File: src/soeb_pkg.sv
/*
 * Constants for the serial output enable bank of a clock synthesizer.
 * Assumes a single 50 MHz core clock and a two-wire serial link whose
 * clock and data pins arrive asynchronously and are sampled by that clock.
 */
// Operation
// - After power-up every clock output is enabled and running.
// - Bytes load from byte 0 upward, each byte most significant bit first.
// - Reserved and unused bits are don't-care and never change any output.
// - Each register bit reads back the value most recently written.
// - An enable bit of one enables its output, zero disables it.
// - A disabled output is held low and stops switching.
// - Byte 0 bits 7 to 0 enable bus clock outputs 0 to 7.
// - Byte 1 enables bus clocks 8-11, two 48 MHz, two reference outputs.
// - Byte 2 bits 7 to 2 enable 66 MHz outputs 0-5; bits 1,0 reserved.
// - Bytes 3 and 4 are wholly reserved and control no output.
// - Bytes written sequentially from lowest; only received bytes update.
// - Command code and byte count are ignored; later bytes load in order.
package soeb_pkg;

    // Bank layout
    localparam int          BANK_BYTES = 5;
    localparam int          BYTE_BITS  = 8;
    localparam logic [2:0]  REG_BUS_LOW      = 3'h0;
    localparam logic [2:0]  REG_MIXED        = 3'h1;
    localparam logic [2:0]  REG_MID          = 3'h2;
    localparam logic [2:0]  REG_RSVD_THREE   = 3'h3;
    localparam logic [2:0]  REG_RSVD_SUPPLY  = 3'h4;

    // Power-up contents: every enable set, reserved bits clear
    localparam logic [7:0]  RST_BUS_LOW      = 8'hFF;
    localparam logic [7:0]  RST_MIXED        = 8'hFF;
    localparam logic [7:0]  RST_MID          = 8'hFC;
    localparam logic [7:0]  RST_RSVD_THREE   = 8'h00;
    localparam logic [7:0]  RST_RSVD_SUPPLY  = 8'h00;
    localparam logic [39:0] BANK_RESET = {RST_RSVD_SUPPLY, RST_RSVD_THREE,
                                          RST_MID, RST_MIXED, RST_BUS_LOW};

    // Field positions inside the mixed byte
    localparam int          MIX_BUS_TOP = 7;
    localparam int          MIX_48_A    = 3;
    localparam int          MIX_48_B    = 2;
    localparam int          MIX_REF_A   = 1;
    localparam int          MIX_REF_B   = 0;
    // Top bit of the 66 MHz field inside the mid byte
    localparam int          MID_66_TOP  = 7;

    // Transfer framing: address, command code, byte count, then data
    localparam logic [5:0]  IDX_ADDR       = 6'h00;
    localparam logic [5:0]  IDX_DATA_FIRST = 6'h03;
    localparam logic [5:0]  IDX_MAX        = 6'h3F;
    localparam logic [3:0]  BITS_PER_BYTE  = 4'h8;
    localparam logic [6:0]  SLAVE_ADDR_DEF = 7'h69;
    localparam logic        DIR_WRITE      = 1'b0;
    localparam logic        ACK_LEVEL      = 1'b0;

    // Receiver states, Gray along idle, receive, acknowledge
    typedef enum logic [1:0] {
        SOEB_IDLE = 2'b00,
        SOEB_RECV = 2'b01,
        SOEB_ACK  = 2'b11,
        SOEB_SKIP = 2'b10
    } soeb_state_t;

endpackage

File: src/soeb_sync.sv
/*
 * Two-stage synchroniser with edge detection for asynchronous pins.
 * Assumes inputs change slowly against clock; edges come from stage two.
 */
module soeb_sync #(
    parameter int WIDTH = 2
) (
    // Clock and reset
    input  wire logic             clock,
    input  wire logic             rstn,
    // Asynchronous pins
    input  wire logic [WIDTH-1:0] asyncIn,
    // Synchronised level and edges
    output logic      [WIDTH-1:0] level,
    output logic      [WIDTH-1:0] rise,
    output logic      [WIDTH-1:0] fall
);

    logic [WIDTH-1:0] meta_r;
    logic [WIDTH-1:0] sync_r;
    logic [WIDTH-1:0] last_r;

    // Idle bus is high, so reset to high to avoid a false edge
    always_ff @(posedge clock or negedge rstn) begin
        if (!rstn) begin
            meta_r <= '1;
            sync_r <= '1;
            last_r <= '1;
        end else begin
            meta_r <= asyncIn;
            sync_r <= meta_r;
            last_r <= sync_r;
        end
    end

    assign level = sync_r;
    assign rise  = sync_r & ~last_r;
    assign fall  = ~sync_r & last_r;

endmodule

File: src/soeb_bank.sv
/*
 * Serial output enable bank: two-wire write-only receiver, five-byte
 * enable bank and output gating of the synthesized clocks.
 * Assumes the clock sources are free running and that the link pins are
 * pulled high outside transfers; the link is sampled by the 50 MHz clock.
 */
module soeb_bank #(
    parameter logic [6:0] SLAVE_ADDR = soeb_pkg::SLAVE_ADDR_DEF
) (
    // Clock and reset
    input  wire logic        clock,
    input  wire logic        rstn,
    // Serial link
    input  wire logic        serialClk,
    input  wire logic        serialDataIn,
    output logic             serialDataOut,
    output logic             serialDataOe,
    // Clock sources
    input  wire logic        busClkSrc,
    input  wire logic        clk48Src,
    input  wire logic        clk66Src,
    input  wire logic        refClkSrc,
    // Gated clock outputs
    output logic             bus_clk_out_0,
    output logic             bus_clk_out_1,
    output logic             bus_clk_out_2,
    output logic             bus_clk_out_3,
    output logic             bus_clk_out_4,
    output logic             bus_clk_out_5,
    output logic             bus_clk_out_6,
    output logic             bus_clk_out_7,
    output logic             bus_clk_out_8,
    output logic             bus_clk_out_9,
    output logic             bus_clk_out_10,
    output logic             bus_clk_out_11,
    output logic             clk48_out_a,
    output logic             clk48_out_b,
    output logic             clk66_out_a,
    output logic             clk66_out_b,
    output logic             clk66_out_c,
    output logic             clk66_out_d,
    output logic             clk66_out_e,
    output logic             clk66_out_f,
    output logic             ref_clk_out_a,
    output logic             ref_clk_out_b,
    // Bank contents for readback
    output logic [39:0]      regBank
);

    ////////////////////////////////////////////////////////////////////////
    // Helpers

    function automatic logic isBankByte(input logic [5:0] idx);
        isBankByte = (idx >= soeb_pkg::IDX_DATA_FIRST) &&
                     ((idx - soeb_pkg::IDX_DATA_FIRST) <
                      6'(soeb_pkg::BANK_BYTES));
    endfunction

    function automatic logic [2:0] bankIndex(input logic [5:0] idx);
        logic [5:0] off;
        off = idx - soeb_pkg::IDX_DATA_FIRST;
        bankIndex = off[2:0];
    endfunction

    ////////////////////////////////////////////////////////////////////////
    // Link sampling

    logic [1:0] pinLvl;
    logic [1:0] pinRise;
    logic [1:0] pinFall;
    logic       sclLvl;
    logic       sdaLvl;
    logic       sclRise;
    logic       sclFall;
    logic       startSeen;
    logic       stopSeen;

    soeb_sync #(
        .WIDTH (2)
    ) u_sync (
        .clock  (clock),
        .rstn   (rstn),
        .asyncIn({serialClk, serialDataIn}),
        .level  (pinLvl),
        .rise   (pinRise),
        .fall   (pinFall)
    );

    assign sclLvl  = pinLvl[1];
    assign sdaLvl  = pinLvl[0];
    assign sclRise = pinRise[1];
    assign sclFall = pinFall[1];
    // Data moving while the clock is high frames a transfer
    assign startSeen = pinFall[0] && sclLvl;
    assign stopSeen  = pinRise[0] && sclLvl;

    ////////////////////////////////////////////////////////////////////////
    // Receiver

    soeb_pkg::soeb_state_t state_r;
    logic [7:0]            shift_r;
    logic [3:0]            bitCnt_r;
    logic [5:0]            byteIdx_r;
    logic                  byteDone;
    logic                  addrOk;
    logic                  bankWe;
    logic [2:0]            wrIdx;

    assign byteDone = (state_r == soeb_pkg::SOEB_RECV) && sclFall &&
                      (bitCnt_r == soeb_pkg::BITS_PER_BYTE);
    assign addrOk   = (shift_r[7:1] == SLAVE_ADDR) &&
                      (shift_r[0] == soeb_pkg::DIR_WRITE);
    // Whole data bytes inside the bank only; extras are acked and dropped
    assign bankWe   = byteDone && isBankByte(byteIdx_r);
    assign wrIdx    = bankIndex(byteIdx_r);

    always_ff @(posedge clock or negedge rstn) begin
        if (!rstn) begin
            state_r <= soeb_pkg::SOEB_IDLE;
        end else if (startSeen) begin
            state_r <= soeb_pkg::SOEB_RECV;
        end else if (stopSeen) begin
            state_r <= soeb_pkg::SOEB_IDLE;
        end else begin
            case (state_r)
                soeb_pkg::SOEB_RECV: begin
                    if (byteDone) begin
                        if (byteIdx_r == soeb_pkg::IDX_ADDR && !addrOk) begin
                            state_r <= soeb_pkg::SOEB_SKIP;
                        end else begin
                            // Command and count bytes are acked, not decoded
                            state_r <= soeb_pkg::SOEB_ACK;
                        end
                    end
                end
                soeb_pkg::SOEB_ACK: begin
                    if (sclFall) begin
                        state_r <= soeb_pkg::SOEB_RECV;
                    end
                end
                default: begin
                    state_r <= state_r;
                end
            endcase
        end
    end

    // Most significant bit first on each clock rise
    always_ff @(posedge clock or negedge rstn) begin
        if (!rstn) begin
            shift_r  <= 8'h00;
            bitCnt_r <= 4'h0;
        end else if (startSeen || stopSeen) begin
            shift_r  <= 8'h00;
            bitCnt_r <= 4'h0;
        end else if (state_r == soeb_pkg::SOEB_RECV && sclRise) begin
            shift_r  <= {shift_r[6:0], sdaLvl};
            bitCnt_r <= bitCnt_r + 4'h1;
        end else if (state_r == soeb_pkg::SOEB_ACK && sclFall) begin
            bitCnt_r <= 4'h0;
        end
    end

    // Byte position saturates so long transfers never wrap into the bank
    always_ff @(posedge clock or negedge rstn) begin
        if (!rstn) begin
            byteIdx_r <= soeb_pkg::IDX_ADDR;
        end else if (startSeen) begin
            byteIdx_r <= soeb_pkg::IDX_ADDR;
        end else if (byteDone && byteIdx_r != soeb_pkg::IDX_MAX) begin
            byteIdx_r <= byteIdx_r + 6'h01;
        end
    end

    // Acknowledge held from the eighth fall to the ninth
    always_ff @(posedge clock or negedge rstn) begin
        if (!rstn) begin
            serialDataOe <= 1'b0;
        end else if (startSeen || stopSeen) begin
            serialDataOe <= 1'b0;
        end else if (byteDone) begin
            serialDataOe <= (byteIdx_r != soeb_pkg::IDX_ADDR) || addrOk;
        end else if (state_r == soeb_pkg::SOEB_ACK && sclFall) begin
            serialDataOe <= 1'b0;
        end
    end

    assign serialDataOut = soeb_pkg::ACK_LEVEL;

    ////////////////////////////////////////////////////////////////////////
    // Enable bank

    logic [7:0] bank_r [soeb_pkg::BANK_BYTES];
    logic       seenWrite_r;

    // Reserved bits are stored for readback only
    always_ff @(posedge clock or negedge rstn) begin
        if (!rstn) begin
            for (int i = 0; i < soeb_pkg::BANK_BYTES; i++) begin
                bank_r[i] <= soeb_pkg::BANK_RESET[i*8 +: 8];
            end
        end else if (bankWe) begin
            bank_r[wrIdx] <= shift_r;
        end
    end

    always_ff @(posedge clock or negedge rstn) begin
        if (!rstn) begin
            seenWrite_r <= 1'b0;
        end else if (bankWe) begin
            seenWrite_r <= 1'b1;
        end
    end

    for (genvar g = 0; g < soeb_pkg::BANK_BYTES; g++) begin : g_read
        assign regBank[g*8 +: 8] = bank_r[g];
    end

    ////////////////////////////////////////////////////////////////////////
    // Output gating: cleared bit forces the output low

    logic [7:0] busLo;
    logic [7:0] mixed;
    logic [7:0] mid;

    assign busLo = bank_r[soeb_pkg::REG_BUS_LOW];
    assign mixed = bank_r[soeb_pkg::REG_MIXED];
    assign mid   = bank_r[soeb_pkg::REG_MID];

    // Enables change only on a completed byte, so gating is glitch bounded
    assign bus_clk_out_0  = busClkSrc & busLo[7];
    assign bus_clk_out_1  = busClkSrc & busLo[6];
    assign bus_clk_out_2  = busClkSrc & busLo[5];
    assign bus_clk_out_3  = busClkSrc & busLo[4];
    assign bus_clk_out_4  = busClkSrc & busLo[3];
    assign bus_clk_out_5  = busClkSrc & busLo[2];
    assign bus_clk_out_6  = busClkSrc & busLo[1];
    assign bus_clk_out_7  = busClkSrc & busLo[0];
    assign bus_clk_out_8  = busClkSrc & mixed[soeb_pkg::MIX_BUS_TOP];
    assign bus_clk_out_9  = busClkSrc & mixed[soeb_pkg::MIX_BUS_TOP-1];
    assign bus_clk_out_10 = busClkSrc & mixed[soeb_pkg::MIX_BUS_TOP-2];
    assign bus_clk_out_11 = busClkSrc & mixed[soeb_pkg::MIX_BUS_TOP-3];
    assign clk48_out_a    = clk48Src & mixed[soeb_pkg::MIX_48_A];
    assign clk48_out_b    = clk48Src & mixed[soeb_pkg::MIX_48_B];
    assign ref_clk_out_a  = refClkSrc & mixed[soeb_pkg::MIX_REF_A];
    assign ref_clk_out_b  = refClkSrc & mixed[soeb_pkg::MIX_REF_B];
    assign clk66_out_a    = clk66Src & mid[soeb_pkg::MID_66_TOP];
    assign clk66_out_b    = clk66Src & mid[soeb_pkg::MID_66_TOP-1];
    assign clk66_out_c    = clk66Src & mid[soeb_pkg::MID_66_TOP-2];
    assign clk66_out_d    = clk66Src & mid[soeb_pkg::MID_66_TOP-3];
    assign clk66_out_e    = clk66Src & mid[soeb_pkg::MID_66_TOP-4];
    assign clk66_out_f    = clk66Src & mid[soeb_pkg::MID_66_TOP-5];

    logic [21:0] enVec;
    assign enVec = {busLo, mixed, mid[7:2]};
endmodule

File: config.mk
export PLATFORM = sky130hd
export DESIGN_NAME = soeb_bank
export DESIGN_NICKNAME = d
export VERILOG_FILES = /design/src/soeb_pkg.sv /design/src/soeb_sync.sv /design/src/soeb_bank.sv
export SDC_FILE = /design/constraint.sdc
export NUM_CORES = 1
export LEC_CHECK = 0
export BUFFER_PORTS_ARGS = -buffer_cell sky130_fd_sc_hd__buf_2
export CORE_ASPECT_RATIO = 2
export CORE_MARGIN = 8
export CORE_UTILIZATION = 40
export CTS_CLUSTER_SIZE = 25
export DETAILED_ROUTE_END_ITERATION = 8
export PLACE_DENSITY = 0.72
export SLEW_MARGIN = 20
export SYNTH_ARGS = -nofsm -noshare
export SYNTH_HDL_FRONTEND = slang
export SYNTH_SLANG_ARGS = --single-unit
File: constraint.sdc
create_clock -name clock -period 2 [get_ports clock]
set_clock_uncertainty 0.1 [all_clocks]
set_input_delay 0 -clock clock [delete_from_list [all_inputs] [get_ports clock]]
set_output_delay 0 -clock clock [all_outputs]
set_load 0.1 [all_outputs]
=== Word-level counts from Yosys, hierarchy flattened ===
Index checks and enable logic that the tools add are counted.
W data, S select, Z words.

* Memories kept: 0
* Memory bits (writable): 0
* Register bits after elaboration: 67
* Word-level logic and storage cells: 97
* Bits in read-only memories: 0
* Latch bits: 0

* Mux-type cells: 19
* Bitwise operators: 28
* $add $sub $neg: 3
* Magnitude comparators: 4
* Equal/unequal tests: 7
* $mul: 0
* Reductions and logical operators: 23
* Shifts and indexed selects: 0
* Divide/modulo/power cells: 0

{| class="wikitable"
|+ Operator list
! kind !! count
|-
| $bwmux W40 || 1
|-
| $demux W8 S3 || 1
|-
| $mux W8 || 3
|-
| $and A1 B1 Y1 || 22
|-
| $logic_and A1 B1 Y1 || 12
|-
| $mux W4 || 3
|-
| $mux W6 || 2
|-
| $mux W2 || 4
|-
| $ne A4 B4 Y1 const B || 2
|-
| $eq A7 B7 Y1 const B || 1
|-
| $add A6 B1 Y6 const B || 1
|-
| $ge A6 B2 Y1 const B || 1
|-
| $logic_not A6 Y1 || 1
|-
| $lt A6 B3 Y1 const B || 1
|-
| $ne A6 B6 Y1 const B || 1
|-
| $reduce_bool A3 Y1 || 2
|-
| $reduce_bool A6 Y1 || 1
|-
| $sub A6 B2 Y6 const B || 1
|-
| $add A4 B1 Y4 const B || 1
|-
| $and A2 B2 Y2 || 2
|-
| $eq A4 B4 Y1 const B || 1
|-
| $ge A4 B4 Y1 const B || 1
|-
| $lt A4 B1 Y1 const B || 1
|-
| $mux W1 || 4
|-
| 11 further kinds || 14
|}

=== Logic depth before layout (Yosys ltp) ===
* Depth in word-level cells: 9
* Gate-level depth with buffers: 7
* Mapped depth without buffers: 6

=== Hierarchy ===
A second synthesis with hierarchy kept.

* Cell total of the unflattened synthesis: 232
* Area, all modules: 3,098.0 sq um

{| class="wikitable"
|+ By module, submodules not included
! module !! cells each !! times used !! area an instance (sq um) !! seq. area each (sq um)
|-
| soeb_bank || 222 || 1 || 2,905.3 || 1,554.0
|-
| soeb_sync || 10 || 1 || 192.7 || 157.7
|}

=== Worst setup path after synthesis ===
Ideal clock, no wire load.

* Path kind: reg2reg
* From: register byteIdx_r[0]
* To: register bank_r, in the netlist mixed[0]
* Library setup time: 0.082 ns
* Path buffers: 1
* Path slack: -0.150 ns
* Arrival time: 1.968 ns
* Stages on the path, launching flop included: 7
* Path through: dfrtp_1 > ha_1 > nor3b_4 > o211ai_1 > or4_1 > buf_6 > mux2_4

* Longest elaborated chain between the ends: 7

{| class="wikitable"
|+ Ends and longest elaborated chain
! what !! line !! text
|-
| start, declared || soeb_bank.sv:103 || <nowiki>logic [5:0] byteIdx_r;</nowiki>
|-
| start signal, assigned || soeb_bank.sv:167 || <nowiki>byteIdx_r <= soeb_pkg::IDX_ADDR;</nowiki>
|-
| start signal, assigned || soeb_bank.sv:169 || <nowiki>byteIdx_r <= soeb_pkg::IDX_ADDR;</nowiki>
|-
| start signal, assigned || soeb_bank.sv:171 || <nowiki>byteIdx_r <= byteIdx_r + 6'h01;</nowiki>
|-
| $sub A6 B2 Y6 || soeb_bank.sv:61 || <nowiki>off = idx - soeb_pkg::IDX_DATA_FIRST;</nowiki>
|-
| $not A3 Y4 (not written as such) || soeb_bank.sv:203 || <nowiki>bank_r[wrIdx] <= shift_r;</nowiki>
|-
| $ge A4 B4 Y1 (not written as such) or $lt A4 B1 Y1 (tied branches) || soeb_bank.sv:203 ||
|-
| $logic_and A1 B1 Y1 (not written as such) || soeb_bank.sv:203 ||
|-
| $mux W8 (not written as such) || soeb_bank.sv:203 ||
|-
| $demux W8 S3 || soeb_bank.sv:203 ||
|-
| $bwmux W40 || soeb_bank.sv:203 ||
|-
| end signal, assigned by index || soeb_bank.sv:200 || <nowiki>bank_r[i] <= soeb_pkg::BANK_RESET[i*8 +: 8];</nowiki>
|-
| end signal, assigned by index || soeb_bank.sv:203 ||
|-
| end, declared || soeb_bank.sv:193 || <nowiki>logic [7:0] bank_r [soeb_pkg::BANK_BYTES];</nowiki>
|}

Parallel ways exist; a longest one is shown, timed or not.
A chain may end at the register's enable or synchronous reset.

=== Final worst setup path ===
* From: register byteIdx_r[0]
* To: register bank_r, in the netlist regBank[35]

Same word-level chain as after synthesis.

==> impl_metrics.yaml <==
timing:
  maxSlewViolCount: 0
  hold_viol: 0
  setup_viol: 30
  post-route-period-util: 1.04
  finalWorstSetupSlack_ns: -0.0721
  fmax_ghz: 0.483
  rsz0062_at_grt: "true"
  worst_pin_slew_ns: 0.710
  worst_hold_slack_ns: 0.0974
  min_period_ns: 2.07
  max_slew_margin: 0.526
die:
  coreArea_sq_um: 7770
  dieArea_sq_um: 11100
  die_x_um: 78.8
  fp.dieH_um: 142
  fp-row-count: 46
  io_pins: 72
  initial_core_util: 0.405
critical_path:
  cp.required_ns: 2.11
  arrival_ns: 2.18
  crit_start: "byteIdx_r[0]"
  crit_path_end_kind: "flip-flop"
  slowest_delay_ns: 0.56
  r2r_end: "regBank[35]"
  cp_cell_sequence: "inv_1, ha_1, or4_4, buf_8, mux2_4"
  crit_fanout: 8
  path_class: "reg -> reg"
  r2r_setup_slack_ns: -0.07
  cp-start-kind: "flip-flop"
  cp_slowest_cell: "or4_4"
  r2r-start: "byteIdx_r[0]"
  reg2regPathDepth: 5
logic_synthesis:
  yosysWarnings: 0
  ys_types: 42
  synth-seq-cells: 67
  ys_dominant_reg_cell: "dfrtp_1"
  syn_area_per_cell_sq_um: 13.8
  syn_inst: 228
  synth_edf_count: 0
  synth_seq_area_share: 0.543
  synth_area_sq_um: 3150
  async_flop_share: 1.00
  synth_fp_nets: 240
power_and_ir_drop:
  power.internal_mw: 2.46
  cellLeakagePower_nw: 2.15
  power_density_nw_per_um2: 736
  pwr-share-seq: 0.449
  switchingPower_mw: 0.647
  sw_frac_of_total: 0.208
  p_comb_frac: 0.042
  clkPwrFrac: 0.509
  fin_total_pwr_mw: 3.11
  ir_drop_mv: 0.771
cells_and_area:
  antenna_cells: 0
  area_delta_synth_final_pct: 34.1
  drive_gt1_frac: 0.602
  layout_commonest_cell: "buf_2"
  nNetsFinal: 346
  fin_util: 0.544
  final_cell_mix: "buf_2, mux2_4, dfrtp_1"
clock_network:
  clk_pin_slew_ns: 0.05
  root_buffer: "clkbuf_16"
  cts_buffer_depth: 2
  ctsHtreeMaxLevel: 3
  cts_tree: "done"
  insertion_delay_ns: 0.33
  numCtsBuffers: 9
  clock_sinks: 67
detailed_routing:
  antenna_left: 0
  drt_iter0_markers: 102
  drc: 0
  via_per_inst: 5.10
  vias: 2218
  routed_wl_mm: 7.45
  drt_first_pass_iters: 4
  routedWlPerCell_um: 17.1
grt:
  grt_pass1_wl_mm: 12.1
  gr-total-overflow: 0
  grt_start_max_net_pins: 44
  track_usage: 0.137
  antenna_found_initial: 0
  grt_pass1_vias: 2370
placed_design:
  pre_cts_ws_ns: -0.117
  place_congestion: 0.818
  io_buffer_count: 70
  dp_hpwl_mm: 5.37
worst_hold_path:
  worstHoldPathType: "in -> async"
flow_run:
  maxCapViolations: 0
run_status:
  violations: "negative setup slack"
  status: "finished, violations left"
## synth_stat cells (3+ instances only)
library cell / count / area (sq um)
inv_1: 8 / 30.0
nand3b_1: 3 / 22.5
dfstp_2: 28 / 736
nand2_1: 5 / 18.8
o21ai_0: 6 / 30.0
mux2_4: 24 / 360
a22o_1: 8 / 70.1
xor2_1: 3 / 26.3
buf_6: 4 / 45.0
ha_1: 4 / 50.1
mux2_2: 16 / 180
or4_1: 4 / 30.0
dfrtp_1: 39 / 976
nand3_1: 9 / 45.0
o211ai_1: 3 / 22.5
clkbuf_1: 3 / 11.3
nor3b_1: 3 / 22.5
and2_1: 22 / 138
a21oi_1: 4 / 20.0
## kinds of logic after synthesis
logic type	synth area share
AND/OR/NAND/NOR	0.145
multiplexers	0.172
other	0.00119
buffers and inverters	0.0409
adder cells (fa/ha/maj)	0.0159
AO/OA/AOI/OAI	0.0739
XOR/XNOR	0.00834
flip-flops	0.543
## how the worst max path moves through the flow
stage,to,slack [ns]
2_1_floorplan,mid[0],-0.07
3_3_place_gp,regBank[35],-0.06
3_5_place_dp,busLo[5],-0.12
4_1_cts,mixed[2],-0.04
5_1_grt,regBank[25],-0.15
6_report,regBank[35],-0.07
## sequential cells by signal, indices dropped and copies added, names as in the netlist
| signal | cells |
|---|---|
| state_r | 2 |
| mixed | 8 |
| u_sync.meta_r | 2 |
| byteIdx_r | 6 |
| regBank | 16 |
| u_sync.last_r | 2 |
| u_sync.level | 2 |
| mid | 8 |
| serialDataOe | 1 |
| bitCnt_r | 4 |
| busLo | 8 |
| shift_r | 8 |
## through the flow
step / TNS (ns) / cell area, sq um / cells
final: -1.31 / 4230 / 435
after detailed placement: -2.18 / 3750 / 410
after global placement: -0.915 / 3750 / 410
after CTS: -0.946 / 4150 / 433
after global routing: -4.26 / 4230 / 435
after floorplan: -1.19 / 3160 / 228
## metal layers
layer | GRT usage | vias up | part of all wire
li1 | - | 1031 | -
met4 | 0.0531 | 0 | 0.017
met1 | 0.159 | 1100 | 0.41
met2 | 0.220 | 78 | 0.49
met5 | 0 | - | 0
met3 | 0.0526 | 9 | 0.076
## power groups by stage
stage / logic [mW] / registers, mW / clock network, mW
final: 0.130 / 1.40 / 1.58
after global placement: 0.111 / 1.41 / 0
after detailed placement: 0.116 / 1.42 / 0
after global routing: 0.145 / 1.40 / 1.67
after CTS: 0.124 / 1.40 / 1.61
after floorplan: 0.0502 / 1.41 / 0
## repair_timing
item	CTS	global route
pin swaps	3	2
buffers inserted	4	3
cloned	0	0
setup endpoints to repair	41	42
endpoints found under the hold margin	26	0
hold buffers	3	0
resized for setup	10	17
## layout make-up
type                            instances  area [sq um]
Tap cell                               96           120
Timing Repair Buffer                  106           663
Inverter                                8          30.0
Multi-Input combinational cell        142          1390
Fill cell                             644          3540
Clock buffer                           12           256
Sequential cell                        67          1710
Clock inverter                          4          50.0
## critical path, delay by kind of cell, from the launching register on
| family | cells | cell delay (ns) |
|---|---|---|
| fa+ha+maj | 1 | 0.35 |
| buf+inv | 2 | 0.25 |
| flops | 1 | 0.40 |
| mux | 1 | 0.29 |
| simple gates | 1 | 0.56 |
No activity file was read; power rests on OpenSTA's default activity.
